[src/include/pfs_pkg.sv]
// constants, function indices and carrier types for the port 0 pin function select
// =============================================================================
// What this block does
// - low register: 2-bit field per pin 0-15
// - high register: 2-bit field per pin 16-31
// - gpio direction drives enable only in gpio
// - peripheral function sets pin direction automatically
// - debug ports chosen only by reset strap
// - pins 17-31 fields act only without debug
// - pin 2: i2c clock or timer0 capture0
// - pin 4: spi clock or timer0 capture1
// - pin 6: spi mosi or timer0 capture2
// - pin 10: uart1 rts or timer1 capture0
// - pin 11: uart1 cts or timer1 capture1
// - pin 17: timer1 capture2 on code 01
// - pin 18: timer1 capture3 on code 01
// =============================================================================
package pfs_pkg;

   // =========================================================================
   // bus map
   // =========================================================================
   localparam logic [31:0] PFS_ADR_LOW    = 32'he002c000; // pins 0..15
   localparam logic [31:0] PFS_ADR_HIGH   = 32'he002c004; // pins 16..31
   localparam logic [31:0] PFS_ADR_STATUS = 32'he002c008; // debug mode flag
   localparam logic [31:0] PFS_SEL_RESET  = 32'h00000000; // every pin gpio
   localparam int          PFS_DBG_BIT    = 0;            // status bit

   // =========================================================================
   // pin and field geometry
   // =========================================================================
   localparam int          PFS_PINS   = 32; // port width
   localparam int          PFS_FLD    = 2;  // bits per pin field
   localparam int          PFS_DBG_LO = 17; // first pin owned by debug
   localparam logic [1:0]  PFS_GPIO   = 2'h0;
   localparam logic [1:0]  PFS_ALT1   = 2'h1;
   localparam logic [1:0]  PFS_ALT2   = 2'h2;

   // =========================================================================
   // peripheral function indices, grouped by direction class
   // =========================================================================
   localparam int          PF_N  = 38; // index 0 means none
   localparam int          PF_FW = 6;
   localparam logic [5:0]  PF_NONE           = 6'h00;
   // peripheral decides direction
   localparam logic [5:0]  PF_I2C_SCL        = 6'h01;
   localparam logic [5:0]  PF_I2C_SDA        = 6'h02;
   localparam logic [5:0]  PF_SPI_SCK        = 6'h03;
   localparam logic [5:0]  PF_SPI_MISO       = 6'h04;
   localparam logic [5:0]  PF_SPI_MOSI       = 6'h05;
   localparam logic [5:0]  PF_SPI_SSEL       = 6'h06;
   // always inputs
   localparam logic [5:0]  PF_IN_FIRST       = 6'h07;
   localparam logic [5:0]  PF_UART0_RXD      = 6'h07;
   localparam logic [5:0]  PF_UART1_RXD      = 6'h08;
   localparam logic [5:0]  PF_UART1_CTS      = 6'h09;
   localparam logic [5:0]  PF_UART1_DSR      = 6'h0a;
   localparam logic [5:0]  PF_UART1_RI       = 6'h0b;
   localparam logic [5:0]  PF_EXTERNAL_INT_0 = 6'h0c;
   localparam logic [5:0]  PF_EXTERNAL_INT_1 = 6'h0d;
   localparam logic [5:0]  PF_EXTERNAL_INT_2 = 6'h0e;
   localparam logic [5:0]  PF_CAP0_0         = 6'h0f;
   localparam logic [5:0]  PF_CAP0_1         = 6'h10;
   localparam logic [5:0]  PF_CAP0_2         = 6'h11;
   localparam logic [5:0]  PF_CAP1_0         = 6'h12;
   localparam logic [5:0]  PF_CAP1_1         = 6'h13;
   localparam logic [5:0]  PF_CAP1_2         = 6'h14;
   localparam logic [5:0]  PF_CAP1_3         = 6'h15;
   // always outputs
   localparam logic [5:0]  PF_OUT_FIRST      = 6'h16;
   localparam logic [5:0]  PF_UART0_TXD      = 6'h16;
   localparam logic [5:0]  PF_UART1_TXD      = 6'h17;
   localparam logic [5:0]  PF_UART1_RTS      = 6'h18;
   localparam logic [5:0]  PF_UART1_DTR      = 6'h19;
   localparam logic [5:0]  PF_PWM_OUTPUT_1   = 6'h1a;
   localparam logic [5:0]  PF_PWM_OUTPUT_2   = 6'h1b;
   localparam logic [5:0]  PF_PWM_OUTPUT_3   = 6'h1c;
   localparam logic [5:0]  PF_PWM_OUTPUT_4   = 6'h1d;
   localparam logic [5:0]  PF_PWM_OUTPUT_5   = 6'h1e;
   localparam logic [5:0]  PF_PWM_OUTPUT_6   = 6'h1f;
   localparam logic [5:0]  PF_MAT0_0         = 6'h20;
   localparam logic [5:0]  PF_MAT0_1         = 6'h21;
   localparam logic [5:0]  PF_MAT0_2         = 6'h22;
   localparam logic [5:0]  PF_MAT1_1         = 6'h23;
   localparam logic [5:0]  PF_MAT1_2         = 6'h24;
   localparam logic [5:0]  PF_MAT1_3         = 6'h25;
   // level a peripheral input sees while no pin feeds it (idle high)
   localparam logic [PF_N-1:0] PF_IN_IDLE    = {PF_N{1'b1}};

   // =========================================================================
   // carriers between this block and the peripherals
   // =========================================================================
   typedef struct packed {
      logic [PF_N-1:0] value; // level each peripheral wants on its pin
      logic [PF_N-1:0] oe;    // enable, read only for bidirectional ones
   } pfs_drive_t;

   typedef struct packed {
      logic [PF_N-1:0] value; // synchronised pin level per function
   } pfs_sense_t;

endpackage : pfs_pkg

[src/logic/pfs_sync.sv]
// three-stage input synchroniser with agreement filter
`timescale 1ns/1ps
module pfs_sync #(
   parameter int W = 1                    // number of bits
) (
   input  wire logic         clk_i,      // system clock
   input  wire logic         rst_i,      // synchronous reset, high
   input  wire logic [W-1:0] async_i,    // levels from pins
   output logic      [W-1:0] sync_o      // filtered, clock-aligned
);
   // =========================================================================
   // flop chain; stage one feeds only stage two
   // =========================================================================
   logic [W-1:0] st1;      // metastability catcher
   logic [W-1:0] st2;      // second stage
   logic [W-1:0] st3;      // third stage
   logic [W-1:0] next_out; // accepted level

   // a change is taken only once stages two and three agree; while reset is
   // held the output tracks stage three, so a strap can be read during reset
   always_comb begin
      for (int i = 0; i < W; i++) begin
         if (rst_i) begin
            next_out[i] = st3[i];
         end else begin
            next_out[i] = (st2[i] == st3[i]) ? st3[i] : sync_o[i];
         end
      end
   end

   // registers only; the chain has no reset so it keeps sampling in reset
   always_ff @(posedge clk_i) begin
      st1    <= async_i;
      st2    <= st1;
      st3    <= st2;
      sync_o <= next_out;
   end
endmodule : pfs_sync

[src/logic/pfs_pin_mux.sv]
// port 0 pin function select: registers, pin multiplexer and debug takeover
//
// Local design decision: the Wishbone register port.
`timescale 1ns/1ps
module pfs_pin_mux
   import pfs_pkg::*;
(
   input  wire logic                   clk_i,           // 200 MHz clock
   input  wire logic                   rst_i,           // sync reset, high
   // wishbone classic slave
   input  wire logic                   wb_cyc_i,        // cycle
   input  wire logic                   wb_stb_i,        // strobe
   input  wire logic                   wb_we_i,         // write
   input  wire logic [31:0]            wb_adr_i,        // byte address
   input  wire logic [31:0]            wb_dat_i,        // write data
   input  wire logic [3:0]             wb_sel_i,        // byte lanes
   output logic                        wb_ack_o,        // answer
   output logic      [31:0]            wb_dat_o,        // read data
   // pads
   input  wire logic [PFS_PINS-1:0]    pin_i,           // pad levels
   output logic      [PFS_PINS-1:0]    pin_out_o,       // pad drive level
   output logic      [PFS_PINS-1:0]    pin_oe_o,        // pad drive enable
   input  wire logic                   debug_select_i,  // debug strap pad
   // gpio block
   input  wire logic [PFS_PINS-1:0]    gpio_out_i,      // gpio data out
   input  wire logic [PFS_PINS-1:0]    gpio_direction_i, // 1 = output
   output logic      [PFS_PINS-1:0]    gpio_in_o,       // pin levels
   // peripherals
   input  wire pfs_drive_t             periph_drive_i,  // peripheral drive
   output pfs_sense_t                  periph_sense_o,  // peripheral inputs
   // debug and trace ports on pins 17..31
   input  wire logic [PFS_PINS-1:PFS_DBG_LO] debug_out_i, // debug drive
   input  wire logic [PFS_PINS-1:PFS_DBG_LO] debug_oe_i,  // debug enable
   output logic      [PFS_PINS-1:PFS_DBG_LO] debug_in_o,  // debug inputs
   output logic                        debug_mode_o     // strap latched
);
   // =========================================================================
   // state
   // =========================================================================
   logic [31:0]          sel_low;      // fields of pins 0..15
   logic [31:0]          sel_high;     // fields of pins 16..31
   logic [2*PFS_PINS-1:0] sel_all;     // both registers, pin 0 at the bottom
   logic [31:0]          next_low;     // next low fields
   logic [31:0]          next_high;    // next high fields
   logic                 next_ack;     // next answer
   logic [31:0]          next_dat;     // next read data
   logic                 next_dbg;     // next debug mode
   logic [PFS_PINS:0]    synced;       // pins plus strap, filtered
   logic [PFS_PINS-1:0]  pin_sync;     // filtered pin levels
   logic                 dbg_sync;     // filtered strap
   logic [PFS_PINS-1:0]  next_out;     // next pad levels
   logic [PFS_PINS-1:0]  next_oe;      // next pad enables
   pfs_sense_t           next_sense;   // next peripheral inputs

   assign pin_sync = synced[PFS_PINS-1:0];
   assign dbg_sync = synced[PFS_PINS];
   assign sel_all  = {sel_high, sel_low};

   // =========================================================================
   // helpers
   // =========================================================================
   // merge write data into a register by byte lane
   function automatic logic [31:0] pfs_merge(input logic [31:0] old,
                                             input logic [31:0] wdat,
                                             input logic [3:0]  lanes);
      logic [31:0] r;
      r = old;
      for (int b = 0; b < 4; b++) begin
         if (lanes[b]) begin
            r[8*b +: 8] = wdat[8*b +: 8];
         end
      end
      return r;
   endfunction : pfs_merge

   // field code to peripheral index; reserved codes give none
   function automatic logic [PF_FW-1:0] pfs_route(input logic [4:0] pin,
                                                  input logic [1:0] code);
      logic [2*PF_FW-1:0] ab;   // {code 01 choice, code 10 choice}
      ab = {PF_NONE, PF_NONE};
      case (pin)
         5'h00: ab = {PF_UART0_TXD, PF_PWM_OUTPUT_1};
         5'h01: ab = {PF_UART0_RXD, PF_PWM_OUTPUT_3};
         5'h02: ab = {PF_I2C_SCL, PF_CAP0_0};
         5'h03: ab = {PF_I2C_SDA, PF_MAT0_0};
         5'h04: ab = {PF_SPI_SCK, PF_CAP0_1};
         5'h05: ab = {PF_SPI_MISO, PF_MAT0_1};
         5'h06: ab = {PF_SPI_MOSI, PF_CAP0_2};
         5'h07: ab = {PF_SPI_SSEL, PF_PWM_OUTPUT_2};
         5'h08: ab = {PF_UART1_TXD, PF_PWM_OUTPUT_4};
         5'h09: ab = {PF_UART1_RXD, PF_PWM_OUTPUT_6};
         5'h0a: ab = {PF_UART1_RTS, PF_CAP1_0};
         5'h0b: ab = {PF_UART1_CTS, PF_CAP1_1};
         5'h0c: ab = {PF_UART1_DSR, PF_NONE};
         5'h0d: ab = {PF_UART1_DTR, PF_MAT1_1};
         5'h0e: ab = {PF_NONE, PF_EXTERNAL_INT_1};
         5'h0f: ab = {PF_UART1_RI, PF_EXTERNAL_INT_2};
         5'h10: ab = {PF_EXTERNAL_INT_0, PF_MAT0_2};
         5'h11: ab = {PF_CAP1_2, PF_NONE};
         5'h12: ab = {PF_CAP1_3, PF_NONE};
         5'h13: ab = {PF_MAT1_2, PF_NONE};
         5'h14: ab = {PF_MAT1_3, PF_NONE};
         5'h15: ab = {PF_PWM_OUTPUT_5, PF_NONE};
         default: ab = {PF_NONE, PF_NONE};
      endcase
      // gpio and the reserved code 11 both map to none
      if (code == PFS_ALT1) begin
         return ab[2*PF_FW-1:PF_FW];
      end else if (code == PFS_ALT2) begin
         return ab[PF_FW-1:0];
      end
      return PF_NONE;
   endfunction : pfs_route

   // =========================================================================
   // pad and strap synchroniser
   // =========================================================================
   pfs_sync #(
      .W       (PFS_PINS + 1)
   ) u_sync (
      .clk_i   (clk_i),
      .rst_i   (rst_i),
      .async_i ({debug_select_i, pin_i}),
      .sync_o  (synced)
   );

   // =========================================================================
   // register file and wishbone slave
   // =========================================================================
   // one registered answer per request, a cycle after it; ack is dropped right after, so a
   // master that holds stb sees exactly one ack per transfer
   always_comb begin
      next_low  = sel_low;
      next_high = sel_high;
      next_dat  = wb_dat_o;
      next_ack  = wb_cyc_i & wb_stb_i & ~wb_ack_o;
      if (next_ack) begin
         if (wb_adr_i == PFS_ADR_LOW) begin
            next_dat = sel_low;
            if (wb_we_i) begin
               next_low = pfs_merge(sel_low, wb_dat_i, wb_sel_i);
            end
         end else if (wb_adr_i == PFS_ADR_HIGH) begin
            next_dat = sel_high;
            if (wb_we_i) begin
               next_high = pfs_merge(sel_high, wb_dat_i, wb_sel_i);
            end
         end else if (wb_adr_i == PFS_ADR_STATUS) begin
            next_dat              = '0;
            next_dat[PFS_DBG_BIT] = debug_mode_o;
         end else begin
            next_dat = '0;  // unmapped: acked, reads zero, writes dropped
         end
      end
      // strap follows the pad only while reset is held, then freezes
      next_dbg = rst_i ? dbg_sync : debug_mode_o;
   end

   // registers only; fields reset to gpio
   always_ff @(posedge clk_i) begin
      debug_mode_o <= next_dbg;
      if (rst_i) begin
         sel_low  <= PFS_SEL_RESET;
         sel_high <= PFS_SEL_RESET;
         wb_ack_o <= 1'b0;
         wb_dat_o <= '0;
      end else begin
         sel_low  <= next_low;
         sel_high <= next_high;
         wb_ack_o <= next_ack;
         wb_dat_o <= next_dat;
      end
   end

   // =========================================================================
   // pin multiplexer
   // =========================================================================
   // outputs are one flop behind the select fields; this costs a cycle of
   // latency on every peripheral path but keeps pad timing clean
   always_comb begin
      logic [1:0]       fld;  // field of the current pin
      logic [PF_FW-1:0] src;  // peripheral routed to it
      logic             dbg;  // pin held by debug
      fld        = PFS_GPIO;
      src        = PF_NONE;
      dbg        = 1'b0;
      next_out   = '0;
      next_oe    = '0;
      next_sense = '{value: PF_IN_IDLE};
      for (int p = 0; p < PFS_PINS; p++) begin
         fld = sel_all[PFS_FLD*p +: PFS_FLD];
         src = pfs_route(5'(p), fld);
         dbg = debug_mode_o && (p >= PFS_DBG_LO);
         if (dbg) begin
            // debug owns the pin whatever its field says; filled in below
            next_out[p] = 1'b0;
            next_oe[p]  = 1'b0;
         end else if (fld == PFS_GPIO) begin
            next_out[p] = gpio_out_i[p];
            next_oe[p]  = gpio_direction_i[p];
         end else if (src == PF_NONE) begin
            // reserved code: pad released so nothing fights
            next_out[p] = 1'b0;
            next_oe[p]  = 1'b0;
         end else begin
            next_out[p] = periph_drive_i.value[src];
            if (src >= PF_OUT_FIRST) begin
               next_oe[p] = 1'b1;
            end else if (src >= PF_IN_FIRST) begin
               next_oe[p] = 1'b0;
            end else begin
               next_oe[p] = periph_drive_i.oe[src];
            end
            next_sense.value[src] = pin_sync[p];
         end
      end
      // debug port takes the upper pins as one slice, no per-pin indexing
      if (debug_mode_o) begin
         next_out[PFS_PINS-1:PFS_DBG_LO] = debug_out_i;
         next_oe[PFS_PINS-1:PFS_DBG_LO]  = debug_oe_i;
      end
   end

   // registers only
   always_ff @(posedge clk_i) begin
      if (rst_i) begin
         pin_out_o      <= '0;
         pin_oe_o       <= '0;
         gpio_in_o      <= '0;
         debug_in_o     <= '0;
         periph_sense_o <= '{value: PF_IN_IDLE};
      end else begin
         pin_out_o      <= next_out;
         pin_oe_o       <= next_oe;
         gpio_in_o      <= pin_sync;   // readable whatever the function
         debug_in_o     <= pin_sync[PFS_PINS-1:PFS_DBG_LO];
         periph_sense_o <= next_sense;
      end
   end
endmodule : pfs_pin_mux

[config.mk]
export PLATFORM = sky130hd
export DESIGN_NAME = pfs_pin_mux
export DESIGN_NICKNAME = d
export VERILOG_FILES = /design/src/include/pfs_pkg.sv /design/src/logic/pfs_sync.sv /design/src/logic/pfs_pin_mux.sv
export SDC_FILE = /design/constraint.sdc
export NUM_CORES = 1
export LEC_CHECK = 0
export BUFFER_PORTS_ARGS = -buffer_cell sky130_fd_sc_hd__buf_2
export CORE_MARGIN = 8
export CORE_UTILIZATION = 45
export CTS_CLUSTER_DIAMETER = 30
export DETAILED_ROUTE_END_ITERATION = 7
export PLACE_DENSITY_LB_ADDON = 0.12
export SLEW_MARGIN = 10
export SYNTH_ARGS = -nofsm -noshare
export SYNTH_HDL_FRONTEND = slang
export SYNTH_SLANG_ARGS = --single-unit
[constraint.sdc]
create_clock -name clk_i -period 4.6 [get_ports clk_i]
set_input_delay 0.23 -clock clk_i [delete_from_list [all_inputs] [get_ports clk_i]]
set_output_delay 0.23 -clock clk_i [all_outputs]
set_load 0.05 [all_outputs]
# After elaboration in Yosys (flattened, before gate mapping)
# Index checks and enable logic that the tools add are counted.
[totals]
regBits = 379
output_inout_bits = 183
elab_cells = 1148
[op_classes]
n_lt_le_gt_ge = 128
n_eq_ne = 100
n_mux = 725
bitwise_logic = 6
reduce_logical = 137
[op_table]
columns = ["cell", "n"]
rows = [
  ["$mux 38", 79],
  ["$bwmux 38", 31],
  ["$mux 6", 96],
  ["$mux 1", 419],
  ["$bmux 1 s6", 64],
  ["$lt 6x7->1 const B", 32],
  ["$demux 1 s6", 32],
  ["$ge 6x1->1 const B", 32],
  ["$ge 6x3->1 const B", 32],
  ["$ge 6x5->1 const B", 32],
  ["$logic_not 6->1", 32],
  ["$eq 32x32->1 const B", 3],
  ["$reduce_bool 2->1", 33],
  ["$eq 2x1->1 const B", 32],
  ["$eq 2x2->1 const B", 32],
  ["$logic_not 2->1", 32],
  ["$mux 32", 2],
  ["$not 38->38", 1],
  ["$or 38x38->38", 1],
  ["$eq 1x1->1", 33],
  ["$logic_and 1x1->1", 32],
  ["$mux 15", 2],
  ["$reduce_and 5->1", 4],
  ["$reduce_and 4->1", 4],
  ["other kinds (2)", 4],
]

# Longest topological paths before layout
# Gate-level depths: netlist of run 1.
[logic_depth]
depth_word = 120
depth_mapped = 7
depth_no_buf = 6

# Cells and area by module
# From an unflattened synthesis of run 1, not the netlist that was laid out.
[unflattened]
cells_unflattened = 1354
area_unflattened_um2 = 14211.1
[by_module_without_submodules]
columns = ["mod", "n_inst", "cells_per_inst", "area_per_inst_um2"]
rows = [
  ["pfs_pin_mux", 1, 1153, 10727.8],
  ["pfs_sync", 1, 201, 3483.3],
]

# Least setup slack after synthesis of run 1
# Ideal clock, no wire load.
[synth_path]
path_type = "input -> register"
from = "input port wb_adr_i[16]"
to = "register sel_high[0]"
setup_time_ns = 0.127
arrival_ns = 1.944
setup_slack_ns = 2.528
path_stages = 4
n_path_buf = 0
path_cell_list = "or4b_2 > nor4_4 > nand4_2 > mux2i_1"
[synth_via]
elab_chain_len = 3
[synth_rtl]
columns = ["element", "line", "text"]
rows = [
  ["start, declared", "pfs_pin_mux.sv:14", "input wire logic [31:0] wb_adr_i,"],
  ["$eq 32x32->1", "pfs_pin_mux.sv:138", "if (wb_adr_i == PFS_ADR_LOW) begin"],
  ["$not 1->1 (no source line)", "-", ""],
  ["$reduce_and 5->1 (no source line) (*)", "-", ""],
  ["end signal, assigned", "pfs_pin_mux.sv:169", "sel_high <= next_high;"],
  ["end, declared", "pfs_pin_mux.sv:41", "logic [31:0] sel_high;"],
]
# Mark *: on every way between the ends. The rest lies on a longest branch, timed or not.
# A chain may end at the register's enable or synchronous reset.

# Worst setup path in the final report of run 1
[layout_path]
from = "input port wb_adr_i[16]"
to = "register wb_dat_o[0]"
[layout_via]
elab_chain_len = 4
[layout_rtl]
columns = ["element", "line", "text"]
rows = [
  ["$eq 32x32->1", "pfs_pin_mux.sv:148", "end else if (wb_adr_i == PFS_ADR_STATUS) begin"],
  ["$mux 1", "pfs_pin_mux.sv:148", ""],
  ["$mux 32", "pfs_pin_mux.sv:143", "end else if (wb_adr_i == PFS_ADR_HIGH) begin"],
  ["$mux 32 (*)", "pfs_pin_mux.sv:138", ""],
  ["end signal, assigned", "pfs_pin_mux.sv:171", "wb_dat_o <= next_dat;"],
  ["end, declared", "pfs_pin_mux.sv:18", "output logic [31:0] wb_dat_o,"],
]
# Marked as above.

==> flow_metrics.env, run 1 <==
export IMPL_cp_required_ns=5.05
export IMPL_highest_layer="met5"
export IMPL_clk_pin_slew_ns=0.05
export IMPL_vias=11100
export IMPL_cts_sinks=364
export IMPL_routedWlPerCell_um=19.2
export IMPL_fp_dieH_um=191
export IMPL_wl_met3_um=3430
export IMPL_syn_nets=1594
export IMPL_min_period_ns=2.55
export IMPL_grt_max_degree=105
export IMPL_gr_usage_all_layers_pct=22.9
export IMPL_finalCoreUtilization_pct=65.9
export IMPL_final_nets=2159
export IMPL_ys_flop_type="dfxtp_1"
export IMPL_hold_viol_final=0
export IMPL_avgSynthCellArea_um2=11.1
export IMPL_r2r_end="sel_low[31]"
export IMPL_p_leak_nw=8.89
export IMPL_wl_met1_um=17500
export IMPL_grt_ovfl_total=0
export IMPL_pwr_density_cell_nw_per_um2=478
export IMPL_std_cell_rows=64
export IMPL_relSlewSlack_pct=25.3
export IMPL_ios=459
export IMPL_critPathLaunchType="primary input"
export IMPL_setup_worst_path_end="wb_dat_o[0]"
export IMPL_syn_instance_count=1248
export IMPL_critPathMaxFanout=32
export IMPL_hp_class="primary input to flop"
export IMPL_rsz0062_at_grt="false"
export IMPL_coreArea_um2=30400
export IMPL_total_power_mw=9.59
export IMPL_cap_violations=0
export IMPL_ys_seq_area_share_pct=55.1
export IMPL_slew_violations=0
export IMPL_gp_congestion=0.872
export IMPL_drc=0
export IMPL_fp_dieW_um=191
export IMPL_setup_viol=0
export IMPL_post_cts_setup_buffers=0
export IMPL_ff2ff_path_depth=4
export IMPL_antenna_found_initial=7
export IMPL_viasPerCell=4.90
export IMPL_wl_um=43700
export IMPL_clk_insertion_delay_late_ns=0.56
export IMPL_r2r_start="wb_ack_o"
export IMPL_worst_pin_slew_ns=1.12
export IMPL_dp_cells=2009
export IMPL_dieArea_um2=36600
export IMPL_final_antenna_net_count=0
export IMPL_cp_end_kind="flop"
export IMPL_layout_drive_gt1_share_pct=31.5
export IMPL_yosys_cell_types_count=45
export IMPL_peakVddDrop_v=0.000445
export IMPL_status="finished clean"
export IMPL_stdcell_count=2274
export IMPL_ys_async_sr_fraction_pct=0
export IMPL_cts_max_level=3
export IMPL_hold_start="wb_dat_i[17]"
export IMPL_netlist_area_um2=13800
export IMPL_cts_buffers=74
export IMPL_dr_wl_met2_um=21200
export IMPL_finClkSkew_ns=0.0281
export IMPL_synth_edf_count=34
export IMPL_synth_warning_count=0
export IMPL_root_buffer="clkbuf_16"
export IMPL_io_buffers=430
export IMPL_worstPathArrival_ns=3.00
export IMPL_max_freq_ghz=0.392
export IMPL_tns_ns=0
export IMPL_worstSetupPathType="primary input to flop"
export IMPL_rrSetupSlack_ns=2.57
export IMPL_tritoncts="yes"
export IMPL_grt_pass1_vias=11600
export IMPL_area_growth_syn_to_layout_pct=45.0
export IMPL_cts_buffer_depth=3
export IMPL_fin_crit_sh_pct=55.5
export IMPL_drt_iter0_markers=562
export IMPL_startpoint="wb_adr_i[16]"
export IMPL_grt_first_pass_wirelength_um=64700
export IMPL_dp_hpwl_um=31800
export IMPL_start_util_pct=45.5
export IMPL_first_pass_iters=5
export IMPL_synth_seq_cells=364
export IMPL_nFillCells=2409
-- cell type report --
| cell class | instances | area (um2) | area share, % |
|---|---|---|---|
| diodes | 3 | 7.51 | 0.0374 |
| multi-input cells | 781 | 5750 | 28.7 |
| clock buffers | 103 | 2150 | 10.7 |
| clock inverters | 35 | 455 | 2.27 |
| inverters | 32 | 120 | 0.599 |
| repair buffers | 560 | 3450 | 17.2 |
| flip-flops and latches | 364 | 7630 | 38.0 |
| well taps | 396 | 495 | 2.47 |
-- routing by layer --
layer / GRT usage, % / vias up
li1: - / 5414
met1: 26.4 / 5198
met2: 39.1 / 433
met3: 6.62 / 96
met4: 9.89 / 2
met5: 0 / -
-- flip-flops by register name, summed over array words and instances, names as in the netlist --
name            count
pin_out_o          32
periph_sense_o     38
u_sync.sync_o      33
debug_mode_o        1
u_sync.st1         33
sel_low            32
gpio_in_o          32
u_sync.st3         33
u_sync.st2         33
sel_high           32
wb_ack_o            1
wb_dat_o           32
pin_oe_o           32
-- power by group --
group,switching (mW),internal (mW)
Sequential,0.0623,3.35
Combinational,0.449,0.284
Clock,1.71,3.73
-- cell usage in the layout (no fill, tap or decap), types with 9 or more instances in the layout --
cell / netlist / layout
nand2_1: 70 / 70
nand3b_1: 13 / 13
nor2b_1: 41 / 41
mux4_2: 11 / 11
nor3_1: 9 / 9
clkbuf_16: 0 / 77
nor4b_1: 27 / 27
dlygate4sd3_1: 0 / 124
inv_1: 32 / 32
mux2i_1: 89 / 89
dfxtp_1: 330 / 330
clkbuf_1: 50 / 13
clkbuf_8: 0 / 14
buf_2: 0 / 429
o21ai_0: 33 / 33
xor2_1: 33 / 33
a22oi_1: 38 / 38
ha_1: 70 / 70
edfxtp_1: 34 / 34
a21oi_1: 53 / 53
nand2b_1: 148 / 148
clkinv_2: 0 / 12
nor2_1: 69 / 68
-- logic make-up (layout without fill, tap and decap cells) --
logic type                 count (synthesis)  in the layout  synth area share (%)
other                                      0              3                     0
xor gates and xnor gates                  33             33                  2.09
and+or+nand+nor                          428            428                  18.1
muxes                                    108            108                  8.88
AOI/OAI and AO/OA                        142            142                  6.16
adders and majority gates                 70             70                  6.33
DFF                                      364            364                  55.1
buffers and inverters                    103            730                  3.31
-- per-stage QoR --
step | instance area [um2] | hold WS [ns] | setup slack (ns)
final | 20100 | 0.0200 | 2.05
after detailed placement | 16200 | 0.312 | 1.50
after global placement | 16200 | 0.311 | 1.50
after CTS | 20000 | 0.00190 | 2.08
after global routing | 20100 | 0.0140 | 1.88
after floorplan | 13800 | 0.258 | 2.53
-- Yosys cell counts, drive strengths merged, types with 3 or more instances --
| master | number | share of area (%) |
|---|---|---|
| mux2i | 89 | 6.4 |
| o21bai | 8 | 0.43 |
| or4b | 4 | 0.29 |
| nand2 | 70 | 1.9 |
| a22oi | 38 | 2.1 |
| nor4b | 27 | 1.7 |
| nand2b | 148 | 6.7 |
| nor2b | 41 | 1.9 |
| and4 | 7 | 0.44 |
| mux4 | 11 | 1.8 |
| nand4b | 3 | 0.19 |
| and3b | 6 | 0.38 |
| a21oi | 53 | 1.9 |
| nand3 | 8 | 0.29 |
| nand4 | 6 | 0.45 |
| nand3b | 13 | 0.71 |
| nor4 | 6 | 0.38 |
| mux2 | 8 | 0.65 |
| clkbuf | 50 | 1.4 |
| xor2 | 33 | 2.1 |
| ha | 70 | 6.3 |
| nor2 | 69 | 1.9 |
| dfxtp | 330 | 48 |
| buf | 21 | 1.1 |
| nor3 | 9 | 0.33 |
| o21ai | 33 | 1.2 |
| inv | 32 | 0.87 |
| or4 | 4 | 0.22 |
| edfxtp | 34 | 7.4 |
-- critical path, stage by stage --
cell	delay, ns
buf_2	0.09
or4b_2	0.70
nor4_4	0.67
nand2_1	0.84
o31ai_1	0.45
-- repair_timing --
action / 4_1_cts / 5_1_grt
gates resized for setup: 0 / 0
endpoints found under the hold margin: 147 / 1
hold buffers: 123 / 1
-- how the worst min path moves through the flow --
stage | endpoint | slack, ns | cells after the start
floorplan | u_sync.st1[0] | 0.26 | 0
global placement | u_sync.st2[4] | 0.31 | 0
detailed placement | u_sync.st2[24] | 0.31 | 0
CTS | sel_high[17] | 0.002 | 3
global route | pin_out_o[7] | 0.01 | 3
finish | sel_high[17] | 0.02 | 3
No activity file was read; power rests on OpenSTA's default activity.
==> run 2: changes to the inputs <==
clock period = 2.1 ns   (was 4.6 ns; I/O delays follow)
==> flow_metrics.env, run 2 (synthesis results as in run 1) <==
export IMPL_final_nets=2248
export IMPL_drc=0
export IMPL_multi_input_area_um2=5760
export IMPL_finClkSkew_ns=0.0196
export IMPL_total_power_mw=21.1
export IMPL_clk_pin_slew_ns=0.05
export IMPL_stdcell_count=2358
export IMPL_final_cell_mix="429 x buf_2, 330 x dfxtp_1, 173 x dlygate4sd3_1"
export IMPL_gr_usage_all_layers_pct=24.5
export IMPL_hold_viol_final=0
export IMPL_dieArea_um2=36600
export IMPL_fin_crit_sh_pct=96.5
export IMPL_cp_required_ns=2.54
export IMPL_fp_dieW_um=191
export IMPL_root_buffer="clkbuf_16"
export IMPL_status="finished clean"
export IMPL_start_util_pct=45.5
export IMPL_first_pass_iters=4
export IMPL_wl_um=46600
export IMPL_relSlewSlack_pct=54.0
export IMPL_layout_drive_gt1_share_pct=32.6
export IMPL_worst_pin_slew_ns=0.681
export IMPL_seqCellArea_um2=7630
export IMPL_min_period_ns=2.03
export IMPL_rsz0062_at_grt="false"
export IMPL_area_growth_syn_to_layout_pct=51.8
export IMPL_gp_congestion=0.855
export IMPL_peakVddDrop_v=0.000978
export IMPL_cts_sinks=364
export IMPL_grt_max_degree=77
export IMPL_ios=459
export IMPL_grt_ovfl_total=0
export IMPL_largest_reg_flops=38
export IMPL_tritoncts="yes"
export IMPL_worstPathArrival_ns=2.46
export IMPL_drt_iter0_markers=519
export IMPL_dp_cells=2050
export IMPL_cap_violations=0
export IMPL_p_leak_nw=9.34
export IMPL_antenna_found_initial=4
export IMPL_worstSetupPathType="flop to flop"
export IMPL_std_cell_rows=64
export IMPL_cts_buffers=71
export IMPL_pwr_density_cell_nw_per_um2=1000
export IMPL_critPathLaunchType="flop"
export IMPL_vias=11700
export IMPL_finalCoreUtilization_pct=69.0
export IMPL_nFillCells=2311
export IMPL_io_buffers=430
export IMPL_grt_first_pass_wirelength_um=69500
export IMPL_dp_hpwl_um=33200
export IMPL_cts_max_level=3
export IMPL_tns_ns=0
export IMPL_cp_end_kind="flop"
export IMPL_hp_class="primary input to flop"
export IMPL_clk_insertion_delay_late_ns=0.56
export IMPL_max_freq_ghz=0.494
export IMPL_viasPerCell=4.94
export IMPL_critPathMaxFanout=4
export IMPL_final_antenna_net_count=0
export IMPL_slew_violations=0
export IMPL_grt_pass1_vias=12400
export IMPL_setup_viol=0
export IMPL_coreArea_um2=30400
export IMPL_top_register="periph_sense_o"
export IMPL_mostFrequentLayoutCell="buf_2"
export IMPL_routedWlPerCell_um=19.8
export IMPL_cts_buffer_depth=3
export IMPL_fp_dieH_um=191
==> run 2: cell types whose count changed in the layout (fill, tap and decap cells not counted), moves of 2 or more <==
cell	change
clkbuf_16	-2
clkbuf_1	-10
clkbuf_8	-3
dlygate4sd3_1	+49
clkinvlp_4	+5
clkinv_4	+3
inv_6	+4
clkinv_2	-8
buf_12	+11
buf_4	+31
==> run 2: repair_timing <==
item / in CTS / in global routing
gates resized for setup: 0 / 5
endpoints found under the setup margin: 0 / 6
endpoints found under the hold margin: 162 / 0
setup buffers: 0 / 1
hold buffers: 173 / 0
==> run 2: metrics by stage <==
stage               cell area, um2  hold slack (ns)  setup slack [ns]
floorplan                    13800            0.133             0.153
global placement             16600            0.207            0.0632
detailed placement           16600            0.209            0.0407
CTS                          20900          0.00370            0.0769
global route                 21000           0.0152           0.00154
finish                       21000           0.0256            0.0742
==> run 2: worst paths after layout <==
check / from / end / slack, ns / cells after the start
setup / recovery: sel_low[1] / pin_out_o[0] / 0.07 / 5
hold reg to reg: u_sync.st1[12] / u_sync.st2[12] / 0.32 / 0
setup reg to reg: sel_low[1] / pin_out_o[0] / 0.07 / 5
hold / removal: wb_sel_i[1] / sel_high[15] / 0.03 / 4
==> run 2: critical path, cell delays in order (launching register included) <==
cell           delay [ns]
dfxtp_1              0.41
ha_2                 0.23
mux4_2               0.50
a22oi_1              0.17
dlygate4sd3_1        0.57
nor2_1               0.04
==> run 2: final cells by class <==
cell class                      count  share of cell area [%]
Sequential cell                   364                    36.3
Tap cell                          396                    2.36
Antenna cell                        4                  0.0477
Clock inverter                     42                    2.72
Inverter                           32                   0.572
Clock buffer                       87                    9.53
Multi-Input combinational cell    781                    27.4
Timing Repair Buffer              652                    21.0
==> run 2: metal layers <==
metal / vias to the layer above / wire length (um) / share of wire, % / GRT usage (%)
met5: - / 16 / 0.034 / 0
met4: 2 / 1110 / 2.4 / 8.70
met3: 90 / 3620 / 7.8 / 6.64
met2: 438 / 23300 / 50 / 43.3
met1: 5539 / 18600 / 40 / 28.0
li1: 5588 / - / - / -
==> run 2: power breakdown <==
part           switching [mW]  total, mW  internal, mW
registers               0.143       7.48          7.33
clock network            3.91       11.9          7.98
logic                    1.02       1.74         0.718
total                    5.07       21.1          16.0
==> run 3: changes to the inputs <==
==> constraint.sdc (replaced) <==
create_clock -name clk_i -period 2.1 [get_ports clk_i]
set_input_delay 0.42 -clock clk_i [delete_from_list [all_inputs] [get_ports clk_i]]
set_output_delay 0.42 -clock clk_i [all_outputs]
set_load 0.05 [all_outputs]
==> flow_metrics.env, run 3 (synthesis results as in run 1) <==
export IMPL_viasPerCell=4.91
export IMPL_cts_buffer_depth=3
export IMPL_io_buffers=430
export IMPL_coreArea_um2=30400
export IMPL_pwr_density_cell_nw_per_um2=1070
export IMPL_critPathMaxFanout=63
export IMPL_critPathLaunchType="flop"
export IMPL_worstSetupPathType="flop to primary output"
export IMPL_first_pass_iters=5
export IMPL_dieArea_um2=36600
export IMPL_drc=0
export IMPL_grt_pass1_vias=11500
export IMPL_r2r_start="sel_low[16]"
export IMPL_cts_max_level=3
export IMPL_cap_violations=0
export IMPL_hold_slack_ns=0.0914
export IMPL_relSlewSlack_pct=70.0
export IMPL_cts_buffers=76
export IMPL_peakVddDrop_v=0.000800
export IMPL_clk_insertion_delay_late_ns=0.57
export IMPL_hold_viol_final=0
export IMPL_postCtsResizedCells=0
export IMPL_dp_slack_ns=-0.159
export IMPL_total_power_mw=21.1
export IMPL_setup_viol=0
export IMPL_ff2ff_path_depth=6
export IMPL_dp_cells=2051
export IMPL_root_buffer="clkbuf_16"
export IMPL_fp_dieH_um=191
export IMPL_worstPathArrival_ns=1.56
export IMPL_worstHoldPathCells=2
export IMPL_status="finished clean"
export IMPL_final_cell_mix="429 x buf_2, 330 x dfxtp_1, 148 x nand2b_1"
export IMPL_post_cts_setup_buffers=0
export IMPL_final_antenna_net_count=0
export IMPL_drt_iter0_markers=417
export IMPL_dp_hpwl_um=33300
export IMPL_finClkSkew_ns=0.0266
export IMPL_layout_drive_gt1_share_pct=34.9
export IMPL_min_period_ns=1.98
export IMPL_max_freq_ghz=0.506
export IMPL_nFillCells=2441
export IMPL_cts_sinks=364
export IMPL_fin_crit_sh_pct=94.1
export IMPL_p_leak_nw=8.79
export IMPL_hp_class="primary input to flop"
export IMPL_cp_end_kind="primary output"
export IMPL_start_util_pct=45.5
export IMPL_r2r_end="pin_out_o[8]"
export IMPL_cp_required_ns=1.68
export IMPL_std_cell_rows=64
export IMPL_rrSetupSlack_ns=0.19
export IMPL_top_register="periph_sense_o"
export IMPL_final_nets=2112
export IMPL_clk_pin_slew_ns=0.04
export IMPL_rsz0062_at_grt="false"
export IMPL_worst_pin_slew_ns=0.446
export IMPL_slew_violations=0
export IMPL_stdcell_count=2229
export IMPL_gp_congestion=0.866
export IMPL_grt_max_degree=70
export IMPL_wl_um=43500
export IMPL_routedWlPerCell_um=19.5
export IMPL_area_growth_syn_to_layout_pct=42.5
export IMPL_mostFrequentLayoutCell="buf_2"
export IMPL_hold_start="gpio_direction_i[11]"
export IMPL_tritoncts="yes"
export IMPL_antenna_found_initial=10
export IMPL_gr_usage_all_layers_pct=22.8
export IMPL_ios=459
export IMPL_hold_buffers=33
export IMPL_fin_ws_ns=0.124
export IMPL_finalCoreUtilization_pct=64.8
export IMPL_grt_ovfl_total=0
export IMPL_fp_dieW_um=191
export IMPL_largest_reg_flops=38
export IMPL_vias=11000
export IMPL_grt_first_pass_wirelength_um=64900
export IMPL_holdPathEnd="pin_oe_o[11]"
## run 3: cell types whose count changed in the layout (fill, tap and decap cells not counted), sizes merged
cell / previous run / this run
dlygate4sd3: 173 / 33
clkbuf: 89 / 100
clkinv: 14 / 22
inv: 44 / 38
clkinvlp: 7 / 5
buf: 477 / 478
bufinv: 9 / 8
## run 3: layout make-up
class                           instances  area [um2]  share of cell area [%]
Sequential cell                       364        7630                    38.7
Multi-Input combinational cell        781        5780                    29.3
Timing Repair Buffer                  511        3000                    15.2
Clock buffer                          100        2130                    10.8
Clock inverter                         41         544                    2.76
Tap cell                              396         495                    2.51
Inverter                               32         120                   0.609
Antenna cell                            4        10.0                  0.0508
## run 3: worst max path at each step
stage,start,end,cells past startpoint
final,debug_mode_o,debug_mode_o,2
after detailed placement,wb_adr_i[21],sel_low[31],7
after global placement,wb_adr_i[21],sel_low[28],7
after CTS,debug_mode_o,debug_mode_o,2
after floorplan,wb_adr_i[21],sel_high[16],4
after global routing,sel_low[16],pin_out_o[8],6
## run 3: metrics by stage
step | instance area, um2 | setup TNS (ns)
floorplan | 13900 | -3.89
global placement | 16700 | -4.00
detailed placement | 16700 | -4.34
CTS | 19700 | 0
global route | 19700 | 0
finish | 19700 | 0
## run 3: metal layers
layer / vias up / share of wire [%] / track usage [%] / routed length [um]
met5: - / 0.097 / 0 / 42
met4: 8 / 2.1 / 7.19 / 909
met3: 80 / 8.8 / 8.15 / 3820
met2: 391 / 49 / 39.3 / 21400
met1: 5162 / 40 / 26.1 / 17300
li1: 5314 / - / - / -
## run 3: worst max-delay path, cell delays in order (launching register included)
cell	delay, ns
edfxtp_1	0.37
buf_12	0.26
buf_2	0.33
## run 3: power breakdown
group	leakage, nW	internal [mW]	switching, mW
logic	4.41	0.531	0.957
clock network	1.30	8.21	3.91
registers	3.07	7.34	0.138
total	8.79	16.1	5.01
